--- src/rtl/flash_link_pkg.sv ---
// Constants and types for the serial flash link front end
// Overview of operation
// - Sample input on rising, launch output falling
// - Idle clock low means Mode 0, high Mode 3
// - Output valid within clock low at 66MHz; here so_out follows the falling clock by two to three system clocks
// - High-speed timing: host captures one cycle later
// - Busy within 100 ns after select rises
// - Write protect follows its pin within 1 us
// - Power-down entry 3 us, resume 35 us
// - Buffer transfer or compare within 200 us
// - Erase-program 40ms, program 6ms, erase 35ms
// - Block 100ms, sector 1.3s, chip 25s erase
// - Mode chosen each select fall; reset gives Mode 3
package flash_link_pkg;

  // ****************************************
  // Clock and timing figures
  // ****************************************
  localparam int unsigned CLK_PERIOD_NS = 10; // System clock period
  localparam int unsigned SYNC_LAT = 4; // Pin to detected edge, worst case
  localparam int unsigned T_CSB_NS = 100; // Select high to busy
  localparam int unsigned T_WPE_US = 1; // Protect enable
  localparam int unsigned T_EDPD_US = 3; // Enter deep power-down
  localparam int unsigned T_RDPD_US = 35; // Resume to standby
  localparam int unsigned T_XFR_US = 200; // Page transfer / compare
  localparam int unsigned T_EP_MS = 40; // Erase and program
  localparam int unsigned T_P_MS = 6; // Program only
  localparam int unsigned T_PE_MS = 35; // Page erase
  localparam int unsigned T_BE_MS = 100; // Block erase
  localparam real T_SE_S = 1.3; // Sector erase
  localparam int unsigned T_CE_S = 25; // Chip erase

  // Longest times round down to whole cycles
  localparam int unsigned CSB_CYC = T_CSB_NS / CLK_PERIOD_NS;
  localparam int unsigned WPE_CYC = (T_WPE_US * 1000) / CLK_PERIOD_NS;
  localparam int unsigned EDPD_CYC = (T_EDPD_US * 1000) / CLK_PERIOD_NS;
  localparam int unsigned RDPD_CYC = (T_RDPD_US * 1000) / CLK_PERIOD_NS;
  localparam int unsigned XFR_CYC = (T_XFR_US * 1000) / CLK_PERIOD_NS;
  localparam int unsigned EP_CYC = (T_EP_MS * 1000000) / CLK_PERIOD_NS;
  localparam int unsigned P_CYC = (T_P_MS * 1000000) / CLK_PERIOD_NS;
  localparam int unsigned PE_CYC = (T_PE_MS * 1000000) / CLK_PERIOD_NS;
  localparam int unsigned BE_CYC = (T_BE_MS * 1000000) / CLK_PERIOD_NS;
  localparam int unsigned SE_CYC =
    int'($floor(T_SE_S * 1.0e9 / real'(CLK_PERIOD_NS)));
  localparam int unsigned CE_CYC =
    32'((64'(T_CE_S) * 64'd1000000000) / 64'(CLK_PERIOD_NS));

  // ****************************************
  // Reset values
  // ****************************************
  localparam logic RST_MODE3 = 1'b1; // Mode 3 after reset
  localparam logic [2:0] RST_BIT_CNT = 3'h0; // Bit counters

  // ****************************************
  // Internal operations started at select rise
  // ****************************************
  typedef enum logic [3:0] {
    OP_XFR = 4'h0, // Page to buffer transfer
    OP_COMP = 4'h1, // Page to buffer compare
    OP_ERASE_PROG = 4'h2, // Page erase and program
    OP_PROG = 4'h3, // Page program
    OP_PAGE_ERASE = 4'h4, // Page erase
    OP_BLOCK_ERASE = 4'h5, // Block erase
    OP_SECTOR_ERASE = 4'h6, // Sector erase
    OP_CHIP_ERASE = 4'h7, // Chip erase
    OP_DPD = 4'h8, // Enter deep power-down
    OP_RESUME = 4'h9 // Resume from deep power-down
  } op_t;

  // Operation request from the command decoder
  typedef struct packed {
    logic valid; // One-cycle request pulse
    op_t code; // Operation to start
  } op_req_t;

  // Synchronised pin group
  typedef struct packed {
    logic sel_n; // Chip select, active low
    logic sck; // Serial clock
    logic si; // Serial input
    logic wp_n; // Write protect, active low
  } pins_t;

  // Sequencer states, one-hot
  typedef enum logic [4:0] {
    ST_IDLE = 5'h01, // Standby
    ST_BUSY = 5'h02, // Self-timed operation running
    ST_DPD_ENTER = 5'h04, // Going to deep power-down
    ST_DEEP = 5'h08, // Deep power-down
    ST_DPD_EXIT = 5'h10 // Returning to standby
  } state_t;

endpackage

--- src/rtl/serial_flash_link_timing.sv ---
// Serial target front end with self-timed operation sequencer
`timescale 1ns/1ps
module serial_flash_link_timing
  import flash_link_pkg::*;
#(
  parameter int unsigned XFR_CYCLES = XFR_CYC, // Transfer / compare
  parameter int unsigned EP_CYCLES = EP_CYC, // Erase and program
  parameter int unsigned P_CYCLES = P_CYC, // Program only
  parameter int unsigned PE_CYCLES = PE_CYC, // Page erase
  parameter int unsigned BE_CYCLES = BE_CYC, // Block erase
  parameter int unsigned SE_CYCLES = SE_CYC, // Sector erase
  parameter int unsigned CE_CYCLES = CE_CYC // Chip erase
) (
  input wire logic clock_in,
  input wire logic rst_n_in,
  input wire logic sel_n_in,
  input wire logic sck_in,
  input wire logic si_in,
  input wire logic wp_n_in,
  input wire op_req_t op_req_in,
  input wire logic [7:0] tx_byte_in,
  output logic so_out,
  output logic so_oe_out,
  output logic mode3_out,
  output logic [7:0] rx_byte_out,
  output logic rx_valid_out,
  output logic busy_n_out,
  output logic protect_out,
  output logic power_down_out
);

  // ****************************************
  // Pin synchronisers and edge detection
  // ****************************************
  pins_t pin_meta; // First stage, read only by second
  pins_t pin_sync; // Second stage, safe to use
  logic sck_d; // Previous synced clock
  logic sel_n_d; // Previous synced select

  // Two flops on every pin
  always_ff @(posedge clock_in) begin
    pin_meta <= {sel_n_in, sck_in, si_in, wp_n_in};
    pin_sync <= pin_meta;
    sck_d <= pin_sync.sck;
    sel_n_d <= pin_sync.sel_n;
  end

  wire selected = ~pin_sync.sel_n; // Frame in progress
  wire sck_rise = pin_sync.sck & ~sck_d & selected;
  wire sck_fall = ~pin_sync.sck & sck_d & selected;
  wire sel_fall = ~pin_sync.sel_n & sel_n_d; // Frame start
  wire sel_rise = pin_sync.sel_n & ~sel_n_d; // Frame end

  // ****************************************
  // Receive shifter
  // ****************************************
  logic [7:0] rx_shift; // Incoming bits
  logic [2:0] rx_cnt; // Bits of current byte
  wire [7:0] rx_next = {rx_shift[6:0], pin_sync.si}; // MSB first

  // Sample on rising clock
  always_ff @(posedge clock_in) begin
    if (!rst_n_in || !selected) begin
      rx_cnt <= RST_BIT_CNT;
      rx_shift <= 8'h00;
      rx_valid_out <= 1'b0;
    end else begin
      rx_valid_out <= sck_rise && (rx_cnt == 3'h7);
      if (sck_rise) begin
        rx_shift <= rx_next;
        rx_cnt <= rx_cnt + 3'h1;
      end
    end
  end

  // Whole byte handed on
  always_ff @(posedge clock_in) begin
    if (!rst_n_in) begin
      rx_byte_out <= 8'h00;
    end else if (sck_rise && (rx_cnt == 3'h7)) begin
      rx_byte_out <= rx_next;
    end
  end

  // ****************************************
  // Mode selection and transmit shifter
  // ****************************************
  logic [7:0] tx_shift; // Remaining outgoing bits
  logic [2:0] tx_cnt; // Falling edges within byte

  // Mode follows idle clock at select fall
  always_ff @(posedge clock_in) begin
    if (!rst_n_in) begin
      mode3_out <= RST_MODE3;
    end else if (sel_fall) begin
      mode3_out <= pin_sync.sck;
    end
  end

  // Launch on falling clock; Mode 0 has no lead falling edge
  always_ff @(posedge clock_in) begin
    if (!rst_n_in) begin
      tx_cnt <= RST_BIT_CNT;
      tx_shift <= 8'h00;
      so_out <= 1'b0;
    end else if (sel_fall) begin
      tx_cnt <= {2'b00, ~pin_sync.sck};
    end else if (sck_fall) begin
      tx_cnt <= tx_cnt + 3'h1;
      if (tx_cnt == 3'h0) begin
        so_out <= tx_byte_in[7];
        tx_shift <= {tx_byte_in[6:0], 1'b0};
      end else begin
        so_out <= tx_shift[7];
        tx_shift <= {tx_shift[6:0], 1'b0};
      end
    end
  end

  // Drive only inside a frame
  always_ff @(posedge clock_in) begin
    if (!rst_n_in) begin
      so_oe_out <= 1'b0;
    end else begin
      so_oe_out <= selected;
    end
  end

  // ****************************************
  // Write protect
  // ****************************************
  // Synced pin reaches output in three cycles, far under 1 us
  always_ff @(posedge clock_in) begin
    if (!rst_n_in) begin
      protect_out <= 1'b0;
    end else begin
      protect_out <= ~pin_sync.wp_n;
    end
  end

  // ****************************************
  // Operation sequencer
  // ****************************************
  state_t state; // Sequencer state
  state_t next_state; // Its next value
  op_req_t pending; // Operation armed for select rise
  logic [31:0] cnt; // Remaining cycles
  logic [31:0] next_cnt; // Its next value

  // Full cycles to run; cnt_done takes off the pin latency already spent
  function automatic logic [31:0] dur_of(input op_t op);
    logic [31:0] c;
    c = 32'(XFR_CYCLES);
    case (op)
      OP_ERASE_PROG: c = 32'(EP_CYCLES);
      OP_PROG: c = 32'(P_CYCLES);
      OP_PAGE_ERASE: c = 32'(PE_CYCLES);
      OP_BLOCK_ERASE: c = 32'(BE_CYCLES);
      OP_SECTOR_ERASE: c = 32'(SE_CYCLES);
      OP_CHIP_ERASE: c = 32'(CE_CYCLES);
      default: c = c;
    endcase
    return c;
  endfunction

  // Program and erase kinds that protect blocks
  function automatic logic is_write(input op_t op);
    return (op == OP_ERASE_PROG) || (op == OP_PROG) ||
           (op == OP_PAGE_ERASE) || (op == OP_BLOCK_ERASE) ||
           (op == OP_SECTOR_ERASE) || (op == OP_CHIP_ERASE);
  endfunction

  wire op_ok = pending.valid && !(protect_out && is_write(pending.code));
  wire start_op = sel_rise && op_ok; // Frame end launches it
  wire cnt_done = (cnt <= 32'(SYNC_LAT));

  // Arm request during frame, drop at frame boundaries
  always_ff @(posedge clock_in) begin
    if (!rst_n_in || sel_fall || sel_rise) begin
      pending <= '0;
    end else if (op_req_in.valid && selected) begin
      pending <= op_req_in;
    end
  end

  // Next state and count
  always_comb begin
    next_state = state;
    next_cnt = (cnt == 32'h0) ? cnt : cnt - 32'h1;
    case (state)
      ST_IDLE: begin
        if (start_op && pending.code == OP_DPD) begin
          next_state = ST_DPD_ENTER;
          next_cnt = 32'(EDPD_CYC);
        end else if (start_op && pending.code != OP_RESUME) begin
          next_state = ST_BUSY;
          next_cnt = dur_of(pending.code);
        end
      end
      ST_BUSY: begin
        if (cnt_done) begin
          next_state = ST_IDLE;
        end
      end
      ST_DPD_ENTER: begin
        if (cnt_done) begin
          next_state = ST_DEEP;
        end
      end
      ST_DEEP: begin
        if (start_op && pending.code == OP_RESUME) begin
          next_state = ST_DPD_EXIT;
          next_cnt = 32'(RDPD_CYC);
        end
      end
      ST_DPD_EXIT: begin
        if (cnt_done) begin
          next_state = ST_IDLE;
        end
      end
      default: begin
        next_state = ST_IDLE;
        next_cnt = 32'h0;
      end
    endcase
  end

  // State registers and outputs
  always_ff @(posedge clock_in) begin
    if (!rst_n_in) begin
      state <= ST_IDLE;
      cnt <= 32'h0;
      busy_n_out <= 1'b1;
      power_down_out <= 1'b0;
    end else begin
      state <= next_state;
      cnt <= next_cnt;
      busy_n_out <= (next_state != ST_BUSY);
      power_down_out <= (next_state == ST_DEEP) ||
                        (next_state == ST_DPD_EXIT);
    end
  end

  // ****************************************
  // Checks
  // ****************************************
  logic [31:0] busy_age; // Cycles busy so far
  logic [31:0] busy_lim; // Allowed for running operation
  always_ff @(posedge clock_in) begin
    if (!rst_n_in || busy_n_out) begin
      busy_age <= 32'h0;
    end else begin
      busy_age <= busy_age + 32'h1;
    end
    if (start_op) begin
      busy_lim <= dur_of(pending.code);
    end
  end
endmodule // serial_flash_link_timing

--- config.mk ---
export PLATFORM = sky130hd
export DESIGN_NAME = serial_flash_link_timing
export DESIGN_NICKNAME = d
export VERILOG_FILES = /design/src/rtl/flash_link_pkg.sv /design/src/rtl/serial_flash_link_timing.sv
export SDC_FILE = /design/constraint.sdc
export NUM_CORES = 1
export LEC_CHECK = 0
export ABC_CLOCK_PERIOD_IN_PS = 5230
export BUFFER_PORTS_ARGS = -buffer_cell sky130_fd_sc_hd__buf_4
export CAP_MARGIN = 10
export CORE_AREA = 4 4 104 106
export CTS_CLUSTER_DIAMETER = 60
export DETAILED_ROUTE_END_ITERATION = 12
export DIE_AREA = 0 0 108 110
export GPL_TIMING_DRIVEN = 0
export SLEW_MARGIN = 15
export SYNTH_ARGS = -nofsm -noshare
export SYNTH_HDL_FRONTEND = slang
export SYNTH_SLANG_ARGS = --single-unit
--- constraint.sdc ---
create_clock -name clock_in -period 5.23 [get_ports clock_in]
set_input_delay 0.2615 -clock clock_in [delete_from_list [all_inputs] [get_ports clock_in]]
set_output_delay 0.2615 -clock clock_in [all_outputs]
set_load 0.02 [all_outputs]
==> out/metrics.cfg <==
[status]
outcome = complete, no violations

[critical_path]
crit_path_max_fanout = 10
critPathKind = reg -> reg
cp_slowest_stage_delay_ns = 0.39
critical_path.slowest_cell = or3b_1
crit_path_start_kind = register
cp_data_arrival_time_ns = 2.85
cp_data_required_time_ns = 5.47
critPathCaptureType = register
cpLargestDelayFamily = buffers and inverters
path_depth = 8
crit_buf_inv = 3
cp_cell_sequence = clkbuf_1 > nand4bb_1 > o211ai_1 > or3b_1 > buf_6 > o21ai_2 > buf_2 > o32ai_1
r2r.worst_path.cells = 8

[min_path]
min_path_cells = 3
hold_class = in -> reg

[clocking]
cts_buffer_depth = 2
cts_tree = done
cts_sinks = 87
cts_made_buffers = 9
clk_latency_ns = 0.38
cts_resized = 0
htreeDepth = 3
cts_root_buf = clkbuf_8
clk_pin_slew_worst_paths_ns = 0.09

[die]
coreArea_um2 = 9770
die-area_um2 = 11900
die_y_um = 110
die_x_um = 108
start_util_pct = 44.6
io-pin-count = 34
core.rowCount = 36

[sta]
finClkSkew_ns = 0.00955
tightest_slew_ns = 1.01
finalHoldViolCount = 0
whs_ns = 0.158
final_max_slew_viol_count = 0
period_needed_ns = 2.61
tns_ns = 0
fmax_mhz = 383
finalSetupViolCount = 0
final.period_utilization_pct = 49.9
relSlewSlack_pct = 32.3
setup_ws_ns = 2.62
rsz0062_at_grt = false

[synthesis]
syn_inst = 508
async_flop_share_pct = 0
postSynthAreaPerCell_um2 = 8.59
syn_area_um2 = 4360
ys_seq_elements = 87
ys_seq_area_share_pct = 39.9
syn-num-nets = 532
yosysMostFrequentCell = dfxtp_1
synth_top_area_share_pct = 39.9
synthTopCellsByCount = dfxtp_1 (87), nand2_1 (60), nor2_1 (48)
ys.warnings.count = 0
synth_area_leaders = dfxtp_1 (40%), nand2_1 (5.2%), nor2_1 (4.1%)
synth_top_area_cell = dfxtp_1
synth_cell_types = 66
synth_edf_count = 0
synth_flop_cell = dfxtp_1

[routing]
drt_iter0_markers = 228
drt-pass1-iter-count = 6
ant_nets = 0
routedWlPerCell_um = 15.2
wl_um = 10500
drt-vias-per-instance = 5.48
post-route-drc-count = 0
vias = 3800

[global_routing]
antenna_found_initial = 0
grt_pass1_vias = 3684
grt_max_degree = 16
grt_pass1_wl_um = 17800
grt_usage_pct = 19.1
grt_remaining_overflow = 0

[pwr]
power_density_nw_per_um2 = 512
p_leak_nw = 1.97
peakVddDrop_v = 0.000225

[layout]
layoutNonFillerInstCount = 693
n_antenna_cell = 0
area_growth_pct = 15.5
fin_util_pct = 51.5
drive_gt1_share_pct = 13.6
nets = 579

[placed_design]
place_inst = 673
portBuffers = 32
gp_congestion = 0.882
place_worst_setup_slack_ns = 2.69
dp_hpwl_um = 7740

[flow_run]
max-cap-violations = 0

## cells by family after synthesis
logic type	after synthesis	synth area share, %
simple gates	219	27.3
fa+ha+maj	5	1.43
flops	87	39.9
mux	9	2.06
buf+inv	37	3.50
compound gates	118	19.2
xor+xnor	33	6.62
## sequential cells by signal, indices dropped and copies added (netlist names), 3 cells and up
name / flops
cnt: 32
tx_cnt: 3
pin_sync: 4
rx_shift: 7
rx_cnt: 3
pending: 5
state: 5
pin_meta: 4
rx_byte_out: 8
tx_shift: 7
## worst paths after layout
check | start | end | slack, ns
max reg2reg | pending[0] | cnt[25] | 2.62
max | pending[0] | cnt[25] | 2.62
min reg2reg | pin_meta[3] | pin_sync[3] | 0.33
min | op_req_in[0] | pending[0] | 0.16
## worst min-delay path, cell delays in order
cell and delay, ns:
buf_4 0.08, a22oi_1 0.07, nor2b_1 0.10
## layout make-up
cell class                      instances  area, um2
Tap cell                              133        166
Fill cell                             955       4740
Multi-Input combinational cell        384       2470
Inverter                               10       37.5
Clock buffer                           11        141
Sequential cell                        87       1740
Clock inverter                          5       86.3
Buffer                                 27        115
Timing Repair Buffer                   36        280
## routing by layer
layer	vias to the layer above	global-route usage (%)	share of wire [%]
li1	1910	-	-
met1	1770	23.8	46
met2	101	31.0	46
met3	19	6.41	6.1
met4	0	6.40	2.1
met5	-	0	0
## per-stage QoR
| step | power [mW] | area (um2) |
|---|---|---|
| after floorplan | 1.81 | 4360 |
| after global placement | 2.02 | 4770 |
| after detailed placement | 2.04 | 4770 |
| after CTS | 2.60 | 5040 |
| after global routing | 2.78 | 5040 |
| final | 2.58 | 5040 |
## where the power goes
part	internal [mW]	switching [mW]	leakage [nW]
combinational	0.483	0.664	1.14
clock	0.287	0.260	0.115
sequential	0.778	0.110	0.710
## timing repair
action | CTS | global route
hold buffers | 4 | 0
endpoints found under the setup margin | 0 | 0
endpoints found under the hold margin | 4 | 0
setup buffers | 0 | 0
## placed cells by master, fill, tap and decap left out, drive strengths merged, types with 7 or more instances in the layout
cell and n:
o211a 8, mux2i 9, nor2b 12, clkbuf 31, nand2b 9, xor2 17
inv 12, nand2 60, dfxtp 87, o21ai 19, a21boi 9, buf 39
a31oi 7, nor2 48, nor3 24, a21oi 31, nand3 14, xnor2 16
Note: power is estimated with default switching activity, not from simulation.
